===== src/design/sfrc_pkg.sv =====
// shared constants for the serial flash reset control ends
package sfrc_pkg;
  localparam int CLOCK_MHZ = 25;
  localparam int CLOCK_PERIOD_NS = 1000 / CLOCK_MHZ;
  // times in their own units
  localparam int POWER_UP_DELAY_US = 300;
  localparam int DESELECT_TIME_NS = 50;
  localparam int RESET_SETUP_TIME_NS = 50;
  localparam int RESET_RECOVERY_TIME_US = 100;
  localparam int RESET_PULSE_WIDTH_NS = 200;
  localparam int RESET_HOLD_TIME_NS = 150;
  // cycle counts, least times rounded up
  localparam int POWER_UP_CYCLES = (POWER_UP_DELAY_US * 1000 + CLOCK_PERIOD_NS - 1) / CLOCK_PERIOD_NS;
  localparam int DESELECT_CYCLES = (DESELECT_TIME_NS + CLOCK_PERIOD_NS - 1) / CLOCK_PERIOD_NS;
  localparam int RESET_SETUP_CYCLES = (RESET_SETUP_TIME_NS + CLOCK_PERIOD_NS - 1) / CLOCK_PERIOD_NS;
  localparam int RESET_RECOVERY_CYCLES = (RESET_RECOVERY_TIME_US * 1000 + CLOCK_PERIOD_NS - 1) / CLOCK_PERIOD_NS;
  localparam int RESET_PULSE_CYCLES = (RESET_PULSE_WIDTH_NS + CLOCK_PERIOD_NS - 1) / CLOCK_PERIOD_NS;
  localparam int RESET_HOLD_CYCLES = (RESET_HOLD_TIME_NS + CLOCK_PERIOD_NS - 1) / CLOCK_PERIOD_NS;
  localparam int COUNT_WIDTH = 14;
  // opcodes
  localparam logic [7:0] SOFT_RESET_ENABLE_CMD = 8'h66;
  localparam logic [7:0] SOFT_RESET_EXECUTE_CMD = 8'h99;
  // configuration bit positions
  localparam int QUAD_MODE_BIT = 1;
  localparam int QUAD_COMMAND_MODE_BIT = 3;
  localparam int SHARED_PIN_RESET_ENABLE_BIT = 7;
  localparam logic [7:0] CONFIG1_RESET = 8'h00;
  localparam logic [7:0] CONFIG2_RESET = 8'h00;
  // link clock divider: half period in system cycles
  localparam int SCK_HALF_CYCLES = 4;
  typedef enum logic [4:0] {
    SFRC_POR = 5'h01,
    SFRC_READY = 5'h02,
    SFRC_QUALIFY = 5'h04,
    SFRC_RECOVER = 5'h08,
    SFRC_SOFT = 5'h10
  } sfrc_state_e;
  typedef enum logic [5:0] {
    SFRCH_POWER = 6'h01,
    SFRCH_IDLE = 6'h02,
    SFRCH_CMD = 6'h04,
    SFRCH_GAP = 6'h08,
    SFRCH_RST_LOW = 6'h10,
    SFRCH_RST_WAIT = 6'h20
  } sfrch_state_e;
endpackage


===== src/design/sfrc_link_if.sv =====
// link pins between the flash device end and the host end
`timescale 1ns/1ns
interface sfrc_link_if;
  logic select_n;
  logic sck;
  logic data0;
  logic reset_pin_n;
  logic data3_host_out;
  logic data3_host_oe;
  logic data3_dev_out;
  logic data3_dev_oe;
  // resolved shared pin with internal pull-up
  logic shared_data3_reset_pin;
  assign shared_data3_reset_pin = data3_host_oe ? data3_host_out : (data3_dev_oe ? data3_dev_out : 1'b1);
  modport device (
    input select_n,
    input sck,
    input data0,
    input reset_pin_n,
    input data3_host_out,
    input data3_host_oe,
    input shared_data3_reset_pin,
    output data3_dev_out,
    output data3_dev_oe
  );
  modport host (
    output select_n,
    output sck,
    output data0,
    output reset_pin_n,
    output data3_host_out,
    output data3_host_oe,
    input shared_data3_reset_pin
  );
endinterface


===== src/design/sfrc_device.sv =====
// flash device end: power-on, pin and software reset sequencing
`timescale 1ns/1ns
// How it works
// reset mid-operation leaves its target undefined
// pin reset ignored during software reset
// host stays deselected during power-up
// reset pins ignored during power-on
// host waits hold time after pin rises
// pin high setup time before new reset
// shared pin resets only when deselected, quad or non-quad
// long low pulse restores power-on register state
// recovery time before select accepted
// shared pin ignored during deselect time in quad mode
// selected means shared pin is data
// failed power-on makes pin reset full
// 66h then 99h performs software reset
// nonvolatile bit clear disables shared reset
// shared reset aborts, tristates, ignores commands
// host avoids low data3 during deselect
// device drives data3 high after quad read
// host drives data3 high after quad write
// non-quad host raises select within recovery
// lows qualified by counter against width
module sfrc_device (
  input wire logic clock,
  input wire logic reset_n,
  sfrc_link_if.device link,
  input wire logic power_up_ok,
  input wire logic config2_nonvolatile_reset_en,
  input wire logic quad_read_done,
  input wire logic [7:0] config1_write,
  input wire logic [7:0] config2_write,
  input wire logic config_write_en,
  output logic in_reset,
  output logic busy_abort,
  output logic ready,
  output logic [7:0] config1_volatile,
  output logic [7:0] config2_volatile,
  output logic soft_reset_done
);
  typedef struct packed {
    sfrc_pkg::sfrc_state_e state;
    logic [13:0] count;
    logic [13:0] low_count;
    logic [13:0] desel_count;
    logic [2:0] sel_sync;
    logic [2:0] rst_sync;
    logic [2:0] d3_sync;
    logic [2:0] sck_sync;
    logic [1:0] d0_sync;
    logic [7:0] shift;
    logic [2:0] bits;
    logic armed;
    logic drive_high;
    logic d3_oe;
    logic por_failed;
    logic full_por;
    logic in_reset;
    logic busy_abort;
    logic ready;
    logic [7:0] config1_volatile;
    logic [7:0] config2_volatile;
    logic soft_reset_done;
  } sfrc_dev_s;
  sfrc_dev_s cur;
  sfrc_dev_s next_cur;
  logic sel_n;
  logic rst_n_pin;
  logic d3;
  logic sck_rise;
  logic quad;
  logic shared_valid;
  logic pin_low;
  logic [7:0] byte_in;
  always_comb begin
    sel_n = cur.sel_sync[1];
    rst_n_pin = cur.rst_sync[1];
    d3 = cur.d3_sync[1];
    sck_rise = cur.sck_sync[1] & ~cur.sck_sync[2];
    quad = cur.config1_volatile[sfrc_pkg::QUAD_MODE_BIT] & cur.config2_volatile[sfrc_pkg::QUAD_COMMAND_MODE_BIT];
    // selected means data line 3, and in quad mode the deselect window masks it
    shared_valid = config2_nonvolatile_reset_en & sel_n & cur.sel_sync[2] &
                   (~quad | (cur.desel_count >= 14'(sfrc_pkg::DESELECT_CYCLES)));
    pin_low = ~rst_n_pin | (shared_valid & ~d3);
    byte_in = {cur.shift[6:0], cur.d0_sync[1]};
    next_cur = cur;
    next_cur.sel_sync = {cur.sel_sync[1:0], link.select_n};
    next_cur.rst_sync = {cur.rst_sync[1:0], link.reset_pin_n};
    next_cur.d3_sync = {cur.d3_sync[1:0], link.shared_data3_reset_pin};
    next_cur.sck_sync = {cur.sck_sync[1:0], link.sck};
    next_cur.d0_sync = {cur.d0_sync[0], link.data0};
    next_cur.soft_reset_done = 1'b0;
    if (!sel_n) begin
      next_cur.desel_count = '0;
    end else if (cur.desel_count != 14'h3fff) begin
      next_cur.desel_count = cur.desel_count + 14'h0001;
    end
    // hold data3 high through the deselect time after a quad read
    if (quad_read_done) begin
      next_cur.drive_high = 1'b1;
    end else if (!sel_n || cur.desel_count >= 14'(sfrc_pkg::DESELECT_CYCLES)) begin
      next_cur.drive_high = 1'b0;
    end
    if (config_write_en && cur.state == sfrc_pkg::SFRC_READY) begin
      next_cur.config1_volatile = config1_write;
      next_cur.config2_volatile = config2_write;
    end
    case (cur.state)
      sfrc_pkg::SFRC_POR: begin
        // pin levels are not looked at here
        next_cur.in_reset = 1'b1;
        next_cur.ready = 1'b0;
        if (cur.count >= 14'(sfrc_pkg::POWER_UP_CYCLES - 1)) begin
          next_cur.por_failed = ~power_up_ok;
          next_cur.full_por = 1'b0;
          next_cur.low_count = '0;
          next_cur.state = sfrc_pkg::SFRC_READY;
        end else begin
          next_cur.count = cur.count + 14'h0001;
        end
      end
      sfrc_pkg::SFRC_READY: begin
        next_cur.in_reset = 1'b0;
        next_cur.busy_abort = 1'b0;
        next_cur.ready = rst_n_pin;
        if (pin_low) begin
          next_cur.low_count = '0;
          next_cur.state = sfrc_pkg::SFRC_QUALIFY;
        end else if (!sel_n && sck_rise) begin
          next_cur.shift = byte_in;
          next_cur.bits = cur.bits + 3'h1;
          if (cur.bits == 3'h7) begin
            if (byte_in == sfrc_pkg::SOFT_RESET_ENABLE_CMD) begin
              next_cur.armed = 1'b1;
            end else if (byte_in == sfrc_pkg::SOFT_RESET_EXECUTE_CMD && cur.armed) begin
              next_cur.armed = 1'b0;
              next_cur.count = '0;
              next_cur.state = sfrc_pkg::SFRC_SOFT;
            end else begin
              next_cur.armed = 1'b0;
            end
          end
        end else if (sel_n) begin
          next_cur.bits = '0;
        end
      end
      sfrc_pkg::SFRC_QUALIFY: begin
        // a short glitch returns to ready without effect
        if (!pin_low) begin
          next_cur.state = sfrc_pkg::SFRC_READY;
        end else if (cur.low_count >= 14'(sfrc_pkg::RESET_PULSE_CYCLES - 1)) begin
          next_cur.count = '0;
          next_cur.in_reset = 1'b1;
          next_cur.busy_abort = 1'b1;
          next_cur.ready = 1'b0;
          next_cur.armed = 1'b0;
          next_cur.bits = '0;
          next_cur.config1_volatile = sfrc_pkg::CONFIG1_RESET;
          next_cur.config2_volatile = sfrc_pkg::CONFIG2_RESET;
          if (cur.por_failed) begin
            next_cur.state = sfrc_pkg::SFRC_POR;
          end else begin
            next_cur.state = sfrc_pkg::SFRC_RECOVER;
          end
        end else begin
          next_cur.low_count = cur.low_count + 14'h0001;
        end
      end
      sfrc_pkg::SFRC_RECOVER: begin
        // commands ignored until recovery done and pin high
        next_cur.busy_abort = 1'b0;
        if (cur.count < 14'(sfrc_pkg::RESET_RECOVERY_CYCLES - 1)) begin
          next_cur.count = cur.count + 14'h0001;
        end else if (rst_n_pin && (!shared_valid || d3)) begin
          next_cur.low_count = '0;
          next_cur.state = sfrc_pkg::SFRC_READY;
        end
      end
      sfrc_pkg::SFRC_SOFT: begin
        // pin resets ignored while this runs
        next_cur.in_reset = 1'b1;
        next_cur.ready = 1'b0;
        next_cur.config1_volatile = sfrc_pkg::CONFIG1_RESET;
        next_cur.config2_volatile = sfrc_pkg::CONFIG2_RESET;
        if (cur.count >= 14'(sfrc_pkg::RESET_RECOVERY_CYCLES - 1)) begin
          next_cur.soft_reset_done = 1'b1;
          next_cur.state = sfrc_pkg::SFRC_READY;
        end else begin
          next_cur.count = cur.count + 14'h0001;
        end
      end
      default: begin
        next_cur.state = sfrc_pkg::SFRC_POR;
      end
    endcase
    next_cur.in_reset = (next_cur.state != sfrc_pkg::SFRC_READY) & (next_cur.state != sfrc_pkg::SFRC_QUALIFY);
    // data line 3 driven high only after a quad read, never in reset
    next_cur.d3_oe = next_cur.drive_high & ~next_cur.in_reset;
  end
  always_ff @(posedge clock or negedge reset_n) begin
    if (!reset_n) begin
      cur <= '{state: sfrc_pkg::SFRC_POR, sel_sync: 3'h7, rst_sync: 3'h7, d3_sync: 3'h7,
               in_reset: 1'b1, desel_count: 14'h3fff, default: '0};
    end else begin
      cur <= next_cur;
    end
  end
  assign link.data3_dev_out = cur.d3_oe;
  assign link.data3_dev_oe = cur.d3_oe;
  assign in_reset = cur.in_reset;
  assign busy_abort = cur.busy_abort;
  assign ready = cur.ready;
  assign config1_volatile = cur.config1_volatile;
  assign config2_volatile = cur.config2_volatile;
  assign soft_reset_done = cur.soft_reset_done;
endmodule


===== src/flat_wrapper.sv =====
// flat-port wrapper written by rule: the top's interface ports become plain ports
module sfrc_device_flat 
  (clock, reset_n, power_up_ok, config2_nonvolatile_reset_en, quad_read_done, config1_write, config2_write, config_write_en, in_reset, busy_abort, ready, config1_volatile, config2_volatile, soft_reset_done, link_select_n, link_sck, link_data0, link_reset_pin_n, link_data3_host_out, link_data3_host_oe, link_data3_dev_out, link_data3_dev_oe);
  sfrc_link_if link_i ();
  input wire logic clock;
  input wire logic reset_n;
  input wire logic power_up_ok;
  input wire logic config2_nonvolatile_reset_en;
  input wire logic quad_read_done;
  input wire logic [7:0] config1_write;
  input wire logic [7:0] config2_write;
  input wire logic config_write_en;
  output logic in_reset;
  output logic busy_abort;
  output logic ready;
  output logic [7:0] config1_volatile;
  output logic [7:0] config2_volatile;
  output logic soft_reset_done;
  input wire logic [$bits(link_i.select_n)-1:0] link_select_n;
  input wire logic [$bits(link_i.sck)-1:0] link_sck;
  input wire logic [$bits(link_i.data0)-1:0] link_data0;
  input wire logic [$bits(link_i.reset_pin_n)-1:0] link_reset_pin_n;
  input wire logic [$bits(link_i.data3_host_out)-1:0] link_data3_host_out;
  input wire logic [$bits(link_i.data3_host_oe)-1:0] link_data3_host_oe;
  output wire logic [$bits(link_i.data3_dev_out)-1:0] link_data3_dev_out;
  output wire logic [$bits(link_i.data3_dev_oe)-1:0] link_data3_dev_oe;
  assign link_i.select_n = link_select_n;
  assign link_i.sck = link_sck;
  assign link_i.data0 = link_data0;
  assign link_i.reset_pin_n = link_reset_pin_n;
  assign link_i.data3_host_out = link_data3_host_out;
  assign link_i.data3_host_oe = link_data3_host_oe;
  assign link_data3_dev_out = link_i.data3_dev_out;
  assign link_data3_dev_oe = link_i.data3_dev_oe;
  sfrc_device u_core (.clock(clock), .reset_n(reset_n), .link(link_i), .power_up_ok(power_up_ok), .config2_nonvolatile_reset_en(config2_nonvolatile_reset_en), .quad_read_done(quad_read_done), .config1_write(config1_write), .config2_write(config2_write), .config_write_en(config_write_en), .in_reset(in_reset), .busy_abort(busy_abort), .ready(ready), .config1_volatile(config1_volatile), .config2_volatile(config2_volatile), .soft_reset_done(soft_reset_done));
endmodule

===== config.mk =====
export PLATFORM = sky130hd
export DESIGN_NAME = sfrc_device_flat
export DESIGN_NICKNAME = d
export VERILOG_FILES = /design/src/design/sfrc_pkg.sv /design/src/design/sfrc_link_if.sv /design/src/design/sfrc_device.sv /design/src/flat_wrapper.sv
export SDC_FILE = /design/constraint.sdc
export NUM_CORES = 1
export LEC_CHECK = 0
export BUFFER_PORTS_ARGS = -buffer_cell sky130_fd_sc_hd__buf_2
export CORE_ASPECT_RATIO = 0.6
export CORE_UTILIZATION = 60
export DETAILED_ROUTE_END_ITERATION = 6
export HOLD_SLACK_MARGIN = 0.1
export PLACE_DENSITY = 0.93
export SLEW_MARGIN = 20
export SYNTH_ARGS = -nofsm -noshare
export SYNTH_HDL_FRONTEND = slang
export SYNTH_SLANG_ARGS = --single-unit

===== constraint.sdc =====
create_clock -name clock -period 4.02 [get_ports clock]
set_input_delay 0.201 -clock clock [delete_from_list [all_inputs] [get_ports clock]]
set_output_delay 0.201 -clock clock [all_outputs]
set_load 0.02 [all_outputs]

==> flow_metrics.py <==
metrics = {
    "worst_setup_path": {
        "r2r_slack_ns": 0.71,
        "path_class": "register to register",
        "cp_cell_sequence": "nand4b_1, a2111oi_0, o21bai_1, a22oi_1, buf_4, and2_0, o21ai_0",
        "cp_data_arrival_time_ns": 3.48,
        "crit_family": "compound AO/OA/AOI/OAI gates",
        "path_max_fanout": 15,
        "cp_slowest_cell": "a2111oi_0",
        "crit_buf_inv": 1,
        "start_kind": "register",
        "required_ns": 4.19,
        "slowest_delay_ns": 0.68,
        "crit_path_end_kind": "register",
    },
    "sta": {
        "hold_slack_ns": 0.108,
        "max_freq_mhz": 302,
        "setup_tns_ns": 0,
        "setup_viol": 0,
        "relSlewSlack": 0.400,
        "worst-slew-pin-transition_ns": 0.898,
        "drv_slew": 0,
        "hold_viol_final": 0,
        "skew_ns": 0.00922,
        "rsz0062_at_grt": "false",
        "finalCritPeriodShare": 0.824,
        "min_period_ns": 3.31,
    },
    "detailed_routing": {
        "route.detailed.drc": 1,
        "num_vias": 4094,
        "wirelength_um": 11700,
        "antenna_left": 0,
        "vias_per_cell": 6.43,
        "drt_iter0_markers": 418,
        "routedWlPerCell_um": 18.3,
        "firstDrtPassIters": 7,
    },
    "layout": {
        "layout.cells.non_filler": 637,
        "final_area_um2": 5380,
        "drive_above_1_share": 0.212,
        "final_util": 0.722,
        "num_antenna_cells": 0,
        "fill_cells": 523,
        "area.growth.synth_to_final_pct": 13.9,
        "nets": 563,
    },
    "global_route": {
        "grt_max_degree": 50,
        "grt_pass1_vias": 3895,
        "track_usage": 0.302,
        "grt-ovfl-total": 0,
        "grt_first_pass_wirelength_um": 19000,
        "antenna_found_initial": 0,
    },
    "pwr": {
        "p_per_area_nw_per_um2": 340,
        "sequentialPowerShare": 0.525,
        "sw_frac_of_total": 0.230,
        "p_sw_mw": 0.420,
        "power_frac_clock": 0.436,
        "worst_ir_drop_vdd_v": 0.000341,
        "power.leakage_nw": 2.41,
        "p_comb_frac": 0.039,
        "p_int_mw": 1.41,
    },
    "place": {
        "numPortBuffers": 49,
        "placed_cells": 600,
        "place_congestion": 0.930,
        "dpl_cell_area_um2": 4890,
        "dp_hpwl_um": 7540,
    },
    "yosys": {
        "netlist_area_um2": 4720,
        "yosys_warnings": 0,
        "syn_inst": 483,
        "ys.flop_type": "dfrtp_1",
        "synth-async-reset-ratio": 1.00,
        "ys_seq_area_frac": 0.499,
        "syn_nets": 518,
        "ys_ff_latch": 93,
        "synthMostInstantiatedCell": "dfrtp_1",
        "yosysTopAreaCellShare": 0.371,
        "syn_area_per_cell_um2": 9.78,
        "synth_area_leaders": "dfrtp_1 (37%), dfstp_2 (13%), nand2_1 (4.5%)",
        "synth.distinct_cells": 59,
        "synth_top_area_cell": "dfrtp_1",
        "synthTopCellsByCount": "dfrtp_1 (70), nand2_1 (56), nor2_1 (34), a21oi_1 (32), dfstp_2 (23)",
        "synth_edf_count": 0,
    },
    "clocking": {
        "numCtsBuffers": 9,
        "cts_resized": 0,
        "root_buffer": "clkbuf_16",
        "clkTransAtPathRegs_ns": 0.07,
        "clkSinkCount": 93,
        "insertion_delay_ns": 0.35,
        "clockBufferDepth": 2,
        "cts_tree": "yes",
        "htreeDepth": 3,
    },
    "status": {
        "status": "finished with violations",
        "violations": "design-rule violations",
    },
    "floorplan": {
        "fp.dieH_um": 70.7,
        "die-area_um2": 8240,
        "die_x_um": 117,
        "initial_core_util": 0.634,
        "num_rows": 24,
        "core-area_um2": 7450,
        "ios": 50,
    },
    "hold_path": {
        "hold_class": "input pin to register",
    },
    "flow_run": {
        "cap_violations": 0,
    },
}
==> power by group through the flow <==
stage               Combinational (mW)  Sequential [mW]  Clock (mW)
global route                    0.0797            0.961       0.854
global placement                0.0524            0.975           0
finish                          0.0708            0.960       0.799
CTS                             0.0706            0.960       0.815
detailed placement              0.0544            0.976           0
floorplan                       0.0186            0.973           0
==> sequential cells by signal (all words and copies together), names as in the netlist <==
| name | cells |
|---|---|
| u_core.busy_abort | 1 |
| u_core.byte_in | 8 |
| u_core.config1_volatile | 8 |
| u_core.config2_volatile | 8 |
| u_core.cur | 64 |
| u_core.in_reset | 1 |
| u_core.link.data3_dev_oe | 1 |
| u_core.ready | 1 |
| u_core.soft_reset_done | 1 |
==> timing repair <==
item,4_1_cts,5_1_grt
endpoints found under the hold margin,64,0
setup buffers,0,0
hold buffers,21,0
==> metal layers <==
metal | track usage | share of wire
met3 | 0.105 | 0.096
met4 | 0.0942 | 0.019
met5 | 0 | 0
met2 | 0.454 | 0.46
met1 | 0.415 | 0.43
==> worst register-to-register path, delay by kind of cell, from the launching register on <==
| family | cells | cell delay (ns) |
|---|---|---|
| DFF | 1 | 0.64 |
| AOI/OAI and AO/OA | 4 | 1.31 |
| buffers and inverters | 1 | 0.23 |
| and+or+nand+nor | 2 | 0.96 |
==> final timing paths <==
kind / startpoint / depth (start not counted) / endpoint
hold reg to reg: u_core.cur[36] / 0 / u_core.byte_in[0]
min in group asynchronous: reset_n / 2 / u_core.cur[87]
setup / recovery: u_core.cur[48] / 7 / u_core.cur[64]
hold / removal: config1_write[4] / 3 / u_core.config1_volatile[4]
max in group asynchronous: reset_n / 3 / u_core.cur[57]
setup reg to reg: u_core.cur[48] / 7 / u_core.cur[64]
==> area by class of cell <==
cell class | count | area [um2] | share of cell area
sequential | 93 | 2360 | 0.438
multi-input combinational | 335 | 2060 | 0.383
timing repair buffer | 76 | 503 | 0.0935
clock buffer | 9 | 225 | 0.0419
tap | 104 | 130 | 0.0242
clock inverter | 7 | 55.1 | 0.0102
inverter | 13 | 48.8 | 0.00907
==> layout by cell type (no fill, tap or decap), drive strengths merged, types with 3 or more instances in the layout <==
cell,instances
nor2,35
dfrtp,70
xor2,9
nor3,12
nand2b,4
nand4,13
a22oi,7
nand2,56
o21bai,3
buf,55
xnor2,3
clkbuf,9
nor4b,4
o31a,3
dlygate4sd3,21
ha,7
inv,17
o21ai,22
a2bb2oi,3
and2,5
dfstp,23
a21oi,32
and4,7
and3,19
nand3,18
nand3b,3
mux2,10
o31ai,6
a31oi,15
nor4,9
==> per-stage QoR <==
stage | setup slack, ns | power [mW]
2_1_floorplan | 1.38 | 0.991
3_3_place_gp | 1.29 | 1.03
3_5_place_dp | 1.14 | 1.03
4_1_cts | 1.05 | 1.85
5_1_grt | 0.606 | 1.90
6_report | 0.709 | 1.83
==> logic make-up (layout without fill, tap and decap cells) <==
| family | after synthesis | count (layout) | share of synthesized area |
|---|---|---|---|
| flip-flops | 93 | 93 | 0.499 |
| multiplexers | 12 | 12 | 0.0281 |
| adder cells (fa/ha/maj) | 7 | 7 | 0.0185 |
| XOR/XNOR | 12 | 12 | 0.0223 |
| AND/OR/NAND/NOR | 197 | 197 | 0.224 |
| buffers and inverters | 55 | 105 | 0.0644 |
| AO/OA/AOI/OAI | 107 | 107 | 0.144 |
(Power assumes the default switching activity.)
